File: config.mk
export PLATFORM = sky130hd
export DESIGN_NAME = bwu_top
export DESIGN_NICKNAME = d
export VERILOG_FILES = /design/src/bwu_pkg.sv /design/src/bwu_top.sv /design/src/bwu_watch_slot.sv
export VERILOG_INCLUDE_DIRS = /design/src
export SDC_FILE = /design/constraint.sdc
export NUM_CORES = 2
export LEC_CHECK = 0
export ABC_AREA = 1
export CORE_UTILIZATION = 59
export CTS_CLUSTER_SIZE = 10
export DETAILED_ROUTE_END_ITERATION = 6
export DONT_BUFFER_PORTS = 1
export PLACE_DENSITY_LB_ADDON = 0.15
export SYNTH_ARGS = -nofsm -noshare
export SYNTH_HDL_FRONTEND = slang
export SYNTH_SLANG_ARGS = --single-unit
File: constraint.sdc
create_clock -name sys_clk -period 2.4 [get_ports sys_clk]
set_clock_uncertainty 0.15 [all_clocks]
set_input_delay 0.12 -clock sys_clk [delete_from_list [all_inputs] [get_ports sys_clk]]
set_output_delay 0.12 -clock sys_clk [all_outputs]
set_load 0.1 [all_outputs]
File: src/bwu_defs.svh
// Offsets, field positions, reset values and codes of the watch unit
`ifndef BWU_DEFS_SVH
`define BWU_DEFS_SVH

// ----------------------------------------------------------------
// Register indices (byte address is four times the index)
// ----------------------------------------------------------------
`define BWU_IDX_HIT_INFO 8'h16
`define BWU_IDX_HALT_MASK 8'h18
`define BWU_IDX_MAILBOX 8'h20
`define BWU_IDX_IB_ADDR 8'h30
`define BWU_IDX_IB_CTRL 8'h40
`define BWU_IDX_DW_ADDR1 8'h50
`define BWU_IDX_DW_ADDR2 8'h60
`define BWU_IDX_DW_CTRL 8'h70
`define BWU_IDX_RW_MASK 8'h80
`define BWU_IDX_RW_VALUE 8'h90
`define BWU_IDX_RW_CTRL 8'h9c

// ----------------------------------------------------------------
// Control fields
// ----------------------------------------------------------------
`define BWU_CTRL_EN_BIT 0
`define BWU_CTRL_SEL_BIT 1
`define BWU_CTRL_LOAD_BIT 2
`define BWU_CTRL_TMASK_LSB 16
`define BWU_CTRL_TMASK_MSB 23
`define BWU_IB_CTRL_WMASK 32'h00ff0003
`define BWU_DW_CTRL_WMASK 32'h00ff0007
`define BWU_RW_CTRL_WMASK 32'h00ff0003
`define BWU_HALT_WMASK 32'h000000ff

// ----------------------------------------------------------------
// Reset values
// ----------------------------------------------------------------
`define BWU_RST_WORD 32'h00000000
`define BWU_RST_CTRL 32'h00000000
`define BWU_RST_HALT 8'h00

// ----------------------------------------------------------------
// Cause codes
// ----------------------------------------------------------------
`define BWU_CAUSE_NONE 3'h0
`define BWU_CAUSE_IBP 3'h3
`define BWU_CAUSE_DWP 3'h4
`define BWU_CAUSE_RWP 3'h5

`endif

File: src/bwu_pkg.sv
// Types shared by the watch unit files
package bwu_pkg;

  typedef logic [31:0] bwu_word_t;
  typedef logic [7:0] bwu_tmask_t;
  typedef logic [2:0] bwu_thread_t;
  typedef logic [1:0] bwu_slot_t;

  typedef enum logic [2:0] {
    BWU_NONE = 3'b000,
    BWU_IBP = 3'b011,
    BWU_DWP = 3'b100,
    BWU_RWP = 3'b101
  } bwu_cause_t;

endpackage

File: src/bwu_top.sv
// Breakpoint and watchpoint unit with APB register slave
//
// Added by the designer: register access over APB.
`timescale 1ns/1ps
`include "bwu_defs.svh"

// Summary of operation
// - Data hit loads access address into info
// - Resource hit loads resource id into info
// - Masked threads stay halted after debug return
// - Eight-bit halt mask, active outside debug
// - Eight scratch words shared with config port
// - Enabled breakpoint compares PC, raises interrupt
// - Four instruction breakpoints, own registers each
// - Bits 23:16 gate triggering per thread
// - Bit 1 selects equal or differ
// - Bit 0 enables comparator, reset clear
// - Two address registers per data watchpoint
// - Bit 2 adds loads to data watch
// - Bit 1 combines data conditions AND/OR
// - Mask and value per resource watchpoint
// - Bit 1 picks resource condition A or B
// - Cause code 3, 4 or 5
// - Lowest-numbered simultaneous trigger is reported
module bwu_top (
  input wire logic sys_clk,
  input wire logic nrst,
  input wire logic psel,
  input wire logic penable,
  input wire logic pwrite,
  input wire logic [11:0] paddr,
  input wire bwu_pkg::bwu_word_t pwdata,
  output bwu_pkg::bwu_word_t prdata,
  output logic pready,
  output logic pslverr,
  input wire logic pc_valid,
  input wire bwu_pkg::bwu_word_t pc_value,
  input wire bwu_pkg::bwu_thread_t pc_thread,
  input wire logic mem_valid,
  input wire logic mem_is_load,
  input wire bwu_pkg::bwu_word_t mem_addr,
  input wire bwu_pkg::bwu_thread_t mem_thread,
  input wire logic res_valid,
  input wire bwu_pkg::bwu_word_t res_id,
  input wire bwu_pkg::bwu_thread_t res_thread,
  input wire logic in_debug_mode,
  input wire logic cfg_scratch_wr,
  input wire logic [2:0] cfg_scratch_sel,
  input wire bwu_pkg::bwu_word_t cfg_scratch_wdata,
  output bwu_pkg::bwu_word_t cfg_scratch_rdata,
  output logic debug_irq,
  output bwu_pkg::bwu_cause_t interrupt_cause_code,
  output bwu_pkg::bwu_slot_t cause_index,
  output bwu_pkg::bwu_thread_t cause_thread,
  output bwu_pkg::bwu_tmask_t halted_thread_bits
);
  import bwu_pkg::*;

  // ----------------------------------------------------------------
  // Register storage
  // ----------------------------------------------------------------
  bwu_word_t watch_hit_info;
  bwu_tmask_t core_halt_mask;
  bwu_word_t debugger_mailbox_words [8];
  bwu_word_t instr_bp_address [4];
  bwu_word_t instr_bp_control [4];
  bwu_word_t data_wp_first_address [4];
  bwu_word_t data_wp_second_address [4];
  bwu_word_t data_wp_control [4];
  bwu_word_t res_wp_mask [4];
  bwu_word_t res_wp_value [4];
  bwu_word_t res_wp_control [4];

  logic [7:0] reg_idx;
  logic addr_ok;
  logic apb_write;
  bwu_word_t next_rdata;
  logic next_err;
  logic [3:0] ib_hit;
  logic [3:0] dw_hit;
  logic [3:0] rw_hit;
  logic fire;
  bwu_cause_t next_cause;
  bwu_slot_t next_index;
  bwu_thread_t next_thread;
  logic info_load;
  bwu_word_t next_info;

  // ----------------------------------------------------------------
  // APB decode
  // ----------------------------------------------------------------
  assign reg_idx = paddr[9:2];
  assign addr_ok = (paddr[11:10] == 2'b00) && (paddr[1:0] == 2'b00);
  // A write lands only at the edge where the access completes
  assign apb_write = psel & penable & pready & pwrite & ~pslverr;

  function automatic logic idx_in(input logic [7:0] idx,
                                  input logic [7:0] base,
                                  input logic [7:0] count);
    idx_in = (idx >= base) && (idx < base + count);
  endfunction

  function automatic logic [1:0] low_slot(input logic [3:0] hits);
    low_slot = 2'd0;
    for (int k = 3; k >= 0; k--) begin
      if (hits[k]) begin
        low_slot = 2'(k);
      end
    end
  endfunction

  always_comb begin
    logic [7:0] off;
    off = 8'h00;
    next_rdata = `BWU_RST_WORD;
    next_err = 1'b0;
    if (!addr_ok) begin
      next_err = 1'b1;
    end else if (reg_idx == `BWU_IDX_HIT_INFO) begin
      next_rdata = watch_hit_info;
    end else if (reg_idx == `BWU_IDX_HALT_MASK) begin
      next_rdata = {24'h000000, core_halt_mask};
    end else if (idx_in(reg_idx, `BWU_IDX_MAILBOX, 8'h08)) begin
      off = reg_idx - `BWU_IDX_MAILBOX;
      next_rdata = debugger_mailbox_words[off[2:0]];
    end else if (idx_in(reg_idx, `BWU_IDX_IB_ADDR, 8'h04)) begin
      off = reg_idx - `BWU_IDX_IB_ADDR;
      next_rdata = instr_bp_address[off[1:0]];
    end else if (idx_in(reg_idx, `BWU_IDX_IB_CTRL, 8'h04)) begin
      off = reg_idx - `BWU_IDX_IB_CTRL;
      next_rdata = instr_bp_control[off[1:0]];
    end else if (idx_in(reg_idx, `BWU_IDX_DW_ADDR1, 8'h04)) begin
      off = reg_idx - `BWU_IDX_DW_ADDR1;
      next_rdata = data_wp_first_address[off[1:0]];
    end else if (idx_in(reg_idx, `BWU_IDX_DW_ADDR2, 8'h04)) begin
      off = reg_idx - `BWU_IDX_DW_ADDR2;
      next_rdata = data_wp_second_address[off[1:0]];
    end else if (idx_in(reg_idx, `BWU_IDX_DW_CTRL, 8'h04)) begin
      off = reg_idx - `BWU_IDX_DW_CTRL;
      next_rdata = data_wp_control[off[1:0]];
    end else if (idx_in(reg_idx, `BWU_IDX_RW_MASK, 8'h04)) begin
      off = reg_idx - `BWU_IDX_RW_MASK;
      next_rdata = res_wp_mask[off[1:0]];
    end else if (idx_in(reg_idx, `BWU_IDX_RW_VALUE, 8'h04)) begin
      off = reg_idx - `BWU_IDX_RW_VALUE;
      next_rdata = res_wp_value[off[1:0]];
    end else if (idx_in(reg_idx, `BWU_IDX_RW_CTRL, 8'h04)) begin
      off = reg_idx - `BWU_IDX_RW_CTRL;
      next_rdata = res_wp_control[off[1:0]];
    end else begin
      next_err = 1'b1;
    end
  end

  // ----------------------------------------------------------------
  // APB answer: ready in the first cycle of the access phase
  // ----------------------------------------------------------------
  always_ff @(posedge sys_clk or negedge nrst) begin
    if (!nrst) begin
      pready <= 1'b0;
      pslverr <= 1'b0;
      prdata <= `BWU_RST_WORD;
    end else if (psel && !penable) begin
      pready <= 1'b1;
      pslverr <= next_err;
      prdata <= pwrite ? `BWU_RST_WORD : next_rdata;
    end else begin
      pready <= 1'b0;
      pslverr <= 1'b0;
      prdata <= `BWU_RST_WORD;
    end
  end

  // ----------------------------------------------------------------
  // Comparator registers
  // ----------------------------------------------------------------
  always_ff @(posedge sys_clk or negedge nrst) begin
    if (!nrst) begin
      for (int i = 0; i < 4; i++) begin
        instr_bp_address[i] <= `BWU_RST_WORD;
        instr_bp_control[i] <= `BWU_RST_CTRL;
        data_wp_first_address[i] <= `BWU_RST_WORD;
        data_wp_second_address[i] <= `BWU_RST_WORD;
        data_wp_control[i] <= `BWU_RST_CTRL;
        res_wp_mask[i] <= `BWU_RST_WORD;
        res_wp_value[i] <= `BWU_RST_WORD;
        res_wp_control[i] <= `BWU_RST_CTRL;
      end
    end else if (apb_write) begin
      for (int i = 0; i < 4; i++) begin
        if (reg_idx == `BWU_IDX_IB_ADDR + 8'(i)) begin
          instr_bp_address[i] <= pwdata;
        end
        if (reg_idx == `BWU_IDX_IB_CTRL + 8'(i)) begin
          instr_bp_control[i] <= pwdata & `BWU_IB_CTRL_WMASK;
        end
        if (reg_idx == `BWU_IDX_DW_ADDR1 + 8'(i)) begin
          data_wp_first_address[i] <= pwdata;
        end
        if (reg_idx == `BWU_IDX_DW_ADDR2 + 8'(i)) begin
          data_wp_second_address[i] <= pwdata;
        end
        if (reg_idx == `BWU_IDX_DW_CTRL + 8'(i)) begin
          data_wp_control[i] <= pwdata & `BWU_DW_CTRL_WMASK;
        end
        if (reg_idx == `BWU_IDX_RW_MASK + 8'(i)) begin
          res_wp_mask[i] <= pwdata;
        end
        if (reg_idx == `BWU_IDX_RW_VALUE + 8'(i)) begin
          res_wp_value[i] <= pwdata;
        end
        if (reg_idx == `BWU_IDX_RW_CTRL + 8'(i)) begin
          res_wp_control[i] <= pwdata & `BWU_RW_CTRL_WMASK;
        end
      end
    end
  end

  // ----------------------------------------------------------------
  // Shared scratch words; APB wins a same-word collision
  // ----------------------------------------------------------------
  always_ff @(posedge sys_clk or negedge nrst) begin
    if (!nrst) begin
      for (int i = 0; i < 8; i++) begin
        debugger_mailbox_words[i] <= `BWU_RST_WORD;
      end
    end else begin
      for (int i = 0; i < 8; i++) begin
        if (apb_write && reg_idx == `BWU_IDX_MAILBOX + 8'(i)) begin
          debugger_mailbox_words[i] <= pwdata;
        end else if (cfg_scratch_wr && cfg_scratch_sel == 3'(i)) begin
          debugger_mailbox_words[i] <= cfg_scratch_wdata;
        end
      end
    end
  end

  // Config-side read returns the word as stored before this edge
  always_ff @(posedge sys_clk or negedge nrst) begin
    if (!nrst) begin
      cfg_scratch_rdata <= `BWU_RST_WORD;
    end else begin
      cfg_scratch_rdata <= debugger_mailbox_words[cfg_scratch_sel];
    end
  end

  // ----------------------------------------------------------------
  // Halt mask and thread stop outputs
  // ----------------------------------------------------------------
  always_ff @(posedge sys_clk or negedge nrst) begin
    if (!nrst) begin
      core_halt_mask <= `BWU_RST_HALT;
    end else if (apb_write && reg_idx == `BWU_IDX_HALT_MASK) begin
      core_halt_mask <= pwdata[7:0];
    end
  end

  // Stops apply only outside debug mode, so they bite on return
  always_ff @(posedge sys_clk or negedge nrst) begin
    if (!nrst) begin
      halted_thread_bits <= `BWU_RST_HALT;
    end else if (in_debug_mode) begin
      halted_thread_bits <= `BWU_RST_HALT;
    end else begin
      halted_thread_bits <= core_halt_mask;
    end
  end

  // ----------------------------------------------------------------
  // Comparator slots
  // ----------------------------------------------------------------
  for (genvar g = 0; g < 4; g++) begin : g_slot
    bwu_watch_slot u_slot (
      .ib_addr(instr_bp_address[g]),
      .ib_ctrl(instr_bp_control[g]),
      .dw_addr1(data_wp_first_address[g]),
      .dw_addr2(data_wp_second_address[g]),
      .dw_ctrl(data_wp_control[g]),
      .rw_mask(res_wp_mask[g]),
      .rw_value(res_wp_value[g]),
      .rw_ctrl(res_wp_control[g]),
      .pc_valid(pc_valid),
      .pc_value(pc_value),
      .pc_thread(pc_thread),
      .mem_valid(mem_valid),
      .mem_is_load(mem_is_load),
      .mem_addr(mem_addr),
      .mem_thread(mem_thread),
      .res_valid(res_valid),
      .res_id(res_id),
      .res_thread(res_thread),
      .ib_hit(ib_hit[g]),
      .dw_hit(dw_hit[g]),
      .rw_hit(rw_hit[g])
    );
  end

  // ----------------------------------------------------------------
  // Trigger priority: instruction, then data, then resource
  // ----------------------------------------------------------------
  always_comb begin
    next_cause = BWU_NONE;
    next_index = 2'd0;
    next_thread = 3'd0;
    info_load = 1'b0;
    next_info = `BWU_RST_WORD;
    if (|ib_hit) begin
      next_cause = BWU_IBP;
      next_index = low_slot(ib_hit);
      next_thread = pc_thread;
    end else if (|dw_hit) begin
      next_cause = BWU_DWP;
      next_index = low_slot(dw_hit);
      next_thread = mem_thread;
      info_load = 1'b1;
      next_info = mem_addr;
    end else if (|rw_hit) begin
      next_cause = BWU_RWP;
      next_index = low_slot(rw_hit);
      next_thread = res_thread;
      info_load = 1'b1;
      next_info = res_id;
    end
  end

  // No new trigger while the handler is already running
  assign fire = ~in_debug_mode & (next_cause != BWU_NONE);

  always_ff @(posedge sys_clk or negedge nrst) begin
    if (!nrst) begin
      debug_irq <= 1'b0;
    end else begin
      debug_irq <= fire;
    end
  end

  always_ff @(posedge sys_clk or negedge nrst) begin
    if (!nrst) begin
      interrupt_cause_code <= BWU_NONE;
      cause_index <= 2'd0;
      cause_thread <= 3'd0;
    end else if (fire) begin
      interrupt_cause_code <= next_cause;
      cause_index <= next_index;
      cause_thread <= next_thread;
    end
  end

  // Hardware capture wins over a software write in the same cycle
  always_ff @(posedge sys_clk or negedge nrst) begin
    if (!nrst) begin
      watch_hit_info <= `BWU_RST_WORD;
    end else if (fire && info_load) begin
      watch_hit_info <= next_info;
    end else if (apb_write && reg_idx == `BWU_IDX_HIT_INFO) begin
      watch_hit_info <= pwdata;
    end
  end

endmodule // bwu_top

File: src/bwu_watch_slot.sv
// One comparator slot: instruction, data and resource match logic
`timescale 1ns/1ps
`include "bwu_defs.svh"

module bwu_watch_slot (
  input wire bwu_pkg::bwu_word_t ib_addr,
  input wire bwu_pkg::bwu_word_t ib_ctrl,
  input wire bwu_pkg::bwu_word_t dw_addr1,
  input wire bwu_pkg::bwu_word_t dw_addr2,
  input wire bwu_pkg::bwu_word_t dw_ctrl,
  input wire bwu_pkg::bwu_word_t rw_mask,
  input wire bwu_pkg::bwu_word_t rw_value,
  input wire bwu_pkg::bwu_word_t rw_ctrl,
  input wire logic pc_valid,
  input wire bwu_pkg::bwu_word_t pc_value,
  input wire bwu_pkg::bwu_thread_t pc_thread,
  input wire logic mem_valid,
  input wire logic mem_is_load,
  input wire bwu_pkg::bwu_word_t mem_addr,
  input wire bwu_pkg::bwu_thread_t mem_thread,
  input wire logic res_valid,
  input wire bwu_pkg::bwu_word_t res_id,
  input wire bwu_pkg::bwu_thread_t res_thread,
  output logic ib_hit,
  output logic dw_hit,
  output logic rw_hit
);
  import bwu_pkg::*;

  bwu_tmask_t ib_tmask;
  bwu_tmask_t dw_tmask;
  bwu_tmask_t rw_tmask;
  logic pc_equal;
  logic ib_cond;
  logic dw_cond_a;
  logic dw_cond_b;
  logic dw_cond;
  logic dw_kind_ok;
  bwu_word_t res_masked;
  logic rw_cond;

  assign ib_tmask = ib_ctrl[`BWU_CTRL_TMASK_MSB:`BWU_CTRL_TMASK_LSB];
  assign dw_tmask = dw_ctrl[`BWU_CTRL_TMASK_MSB:`BWU_CTRL_TMASK_LSB];
  assign rw_tmask = rw_ctrl[`BWU_CTRL_TMASK_MSB:`BWU_CTRL_TMASK_LSB];

  // ----------------------------------------------------------------
  // Instruction breakpoint
  // ----------------------------------------------------------------
  assign pc_equal = (pc_value == ib_addr);
  assign ib_cond = ib_ctrl[`BWU_CTRL_SEL_BIT] ? ~pc_equal : pc_equal;
  assign ib_hit = pc_valid & ib_ctrl[`BWU_CTRL_EN_BIT] & ib_cond
    & ib_tmask[pc_thread];

  // ----------------------------------------------------------------
  // Data watchpoint
  // ----------------------------------------------------------------
  assign dw_cond_a = (mem_addr >= dw_addr1);
  assign dw_cond_b = (mem_addr <= dw_addr2);
  assign dw_cond = dw_ctrl[`BWU_CTRL_SEL_BIT] ? (dw_cond_a | dw_cond_b)
    : (dw_cond_a & dw_cond_b);
  // Stores always compared, loads only on request
  assign dw_kind_ok = ~mem_is_load | dw_ctrl[`BWU_CTRL_LOAD_BIT];
  assign dw_hit = mem_valid & dw_kind_ok & dw_cond
    & dw_ctrl[`BWU_CTRL_EN_BIT] & dw_tmask[mem_thread];

  // ----------------------------------------------------------------
  // Resource watchpoint
  // ----------------------------------------------------------------
  assign res_masked = res_id & rw_mask;
  assign rw_cond = rw_ctrl[`BWU_CTRL_SEL_BIT] ? (res_masked != rw_value)
    : (res_masked == rw_value);
  assign rw_hit = res_valid & rw_cond & rw_ctrl[`BWU_CTRL_EN_BIT]
    & rw_tmask[res_thread];

endmodule // bwu_watch_slot
==> flow_summary_export.csv <==
group,metric,value,unit
worst_setup_path,endpoint_kind,"flop",
sta,tns,-21.52,ns
synth,avgSynthCellArea,7.89,µm²
power,p_leak,37.5,nW
die,core-area,108000,µm²
power,power_density,577,nW/µm²
routing,ant_nets,0,
die,die_w,333,µm
min_path,holdCritPathClass,"in2async",
sta,relSlewSlack,6.77,%
grt,grt_usage,52.1,%
routing,dr.first_iter.drc_count,10470,
status,outcome,"finished with violations",
grt,antenna_found_initial,26,
die,dieArea,111000,µm²
die,pin_count,278,
layout,layout_commonest_cell,"nand2_1",
clock_network,clkTransAtPathRegs,0.06,ns
synth,ys_warn_count,0,
worst_setup_path,critical_path.startpoint_type,"flop",
layout,seq_area,28600,µm²
clock_network,cts_root_buf,"clkbuf_16",
layout,multi_input_area,32100,µm²
sta,setup_violations,46,
placed_design,io_buffer_count,0,
flow_run,max_cap_violations,0,
sta,fmax,338,MHz
clock_network,clockBufferDepth,3,
clock_network,cts_sinks,1143,
sta,fin_hold_ws,-1.11,ns
sta,finalMaxSlewViolations,0,
clock_network,cts_tree,"done",
grt,grt_pass1_wl,428000,µm
die,initial_utilization,59.9,%
synth,yosysUniqueCellTypes,56,
routing,dr.pass1.iters,7,
routing,vias,69847,
routing,wl_per_cell,27.7,µm
layout,layout-drive-gt1-share,20.0,%
sta,min_period,2.96,ns
die,die_h,333,µm
routing,drt-total-wl,294000,µm
sta,tightest_slew,1.40,ns
synth,synth_async_sr_flop_share,100,%
sta,hold_viol,746,
power,peakVddDrop,696,µV
worst_setup_path,cpPeakStageDelay,0.38,ns
worst_setup_path,crit_required,2.91,ns
grt,grt-ovfl-total,0,
synth,synth-edff-count,0,
placed_design,hpwl,199000,µm
sta,fin_ws,-0.561,ns
synth,syn_area,64600,µm²
grt,grt_pass1_vias,66733,
sta,rsz0062_at_grt,"yes",
worst_setup_path,arrival,3.48,ns
placed_design,gp_congestion,1.02,
die,std_cell_rows,120,
worst_setup_path,cp_slowest_cell,"dfrtp_1",
worst_setup_path,path_cells,"inv_2, ha_4, nand4_1, nor4_4, nand4_1, nand3_1, nand2_1, inv_1, nand2_2, nand2_4, nor2_8, nand2_4, nand2_8, buf_12, clkbuf_16, nand3_4, nand3_2",
layout,final_cell_mix,"nand2_1 (1883), dfrtp_1 (1141), buf_4 (1130)",
layout,nets,9594,
synth,yosysSeqAreaShare,44.3,%
clock_network,clock_latency,0.79,ns
synth,synth.net_count,8631,
clock_network,cts-buffers-inserted,137,
worst_setup_path,path_max_fanout,9,
worst_setup_path,critPathKind,"reg2reg",
sta,finalCritPeriodShare,123,%
clock_network,cts.htree.levels,4,
synth,synth_cells,8180,
placed_design,pre_cts_ws,-0.647,ns
layout,fill_cells,7814,
grt,grt_max_degree,253,
status,failed_checks,"DRC, hold timing, setup timing",
routing,viasPerCell,6.57,
synth,ys_seq_elements,1143,
synth,ys.flop_type,"dfrtp_1",
layout,area_delta_synth_final,27.8,%
routing,drc,1,
==> power by group <==
group / leakage, nW / internal [W] / switching (W)
clock: 1.90 / 0.0107 / 0.00857
sequential: 15.4 / 0.0203 / 0.00143
combinational: 20.2 / 0.00239 / 0.00419
==> cell usage after synthesis, types with 69 or more instances <==
library cell / n / area [µm²]
a21oi_1: 268 / 1340
a221oi_1: 70 / 613
buf_2: 95 / 475
clkbuf_1: 416 / 1560
dfrtp_1: 1143 / 28600
ha_1: 256 / 3200
inv_1: 806 / 3030
nand2_1: 1976 / 7420
nand3_1: 479 / 2400
nor2_1: 317 / 1190
o21ai_0: 1003 / 5020
o221ai_1: 276 / 2420
o22ai_1: 359 / 2250
xnor2_1: 69 / 604
==> repair_timing <==
action	in CTS	in global routing
pin swaps	41	71
setup buffers	21	24
gates resized for setup	225	183
endpoints found under the setup margin	55	395
hold buffers	166	4
hold endpoints to repair	1863	798
gates cloned	5	5
==> cell type report <==
| class | count | share of cell area (%) |
|---|---|---|
| multi-input combinational | 5578 | 38.9 |
| sequential | 1143 | 34.7 |
| timing repair buffer | 1438 | 15.6 |
| clock buffer | 184 | 4.48 |
| inverter | 845 | 3.86 |
| tap | 1403 | 2.13 |
| clock inverter | 16 | 0.250 |
| antenna | 19 | 0.0576 |
==> critical path, delay by kind of cell (launching register included) <==
kind          cells  cell delay [ns]
fa+ha+maj         1             0.26
simple gates     12             1.60
buf+inv           4             0.43
flops             1             0.38
==> registers in the layout, summed over array words and instances, names as in the netlist, 3 cells and up <==
name,count
data_wp_control,44
interrupt_cause_code,3
instr_bp_address,128
cause_thread,3
data_wp_first_address,128
prdata,32
instr_bp_control,40
res_wp_mask,128
cfg_scratch_rdata,32
res_wp_control,40
watch_hit_info,32
data_wp_second_address,128
res_wp_value,128
debugger_mailbox_words,256
halted_thread_bits,8
core_halt_mask,8
==> path summary, 6_finish.rpt <==
check	depth (start not counted)	slack, ns	from	end
setup / recovery	17	-0.56	data_wp_second_address[17]	watch_hit_info[10]
hold / removal	0	-1.11	nrst	res_wp_value[25]
setup reg to reg	17	-0.56	data_wp_second_address[17]	watch_hit_info[10]
hold reg to reg	2	0.34	data_wp_second_address[39]	data_wp_second_address[39]
max in group asynchronous	3	0.33	nrst	debugger_mailbox_words[54]
min in group sys_clk	10	0.02	paddr[9]	data_wp_first_address[68]
==> routing by layer <==
metal  GRT usage (%)  vias up  wire [µm]
li1                -    29889          -
met4            39.7       22      26900
met5          0.0434        -        167
met2            73.3     5606     120000
met3            18.8     1432      45200
met1            65.3    32898     102000
==> metrics by stage <==
step / cells / area, µm² / power [W] / utilization, %
floorplan: 8180 / 64600 / 0.0252 / -
global placement: 10196 / 74600 / 0.0275 / 69.2
detailed placement: 10196 / 74600 / 0.0277 / 69.2
CTS: 10583 / 81400 / 0.0471 / 75.5
global route: 10613 / 82500 / 0.0487 / 76.5
finish: 10626 / 82500 / 0.0476 / 76.5
==> cell families after synthesis <==
kind of cell | count (synthesis) | share of synthesized area (%)
compound gates | 2202 | 20.8
xor+xnor | 128 | 1.74
mux | 6 | 0.0930
flops | 1143 | 44.3
buf+inv | 1459 | 8.82
fa+ha+maj | 256 | 4.96
simple gates | 2986 | 19.3
No activity file was read; power rests on OpenSTA's default activity.
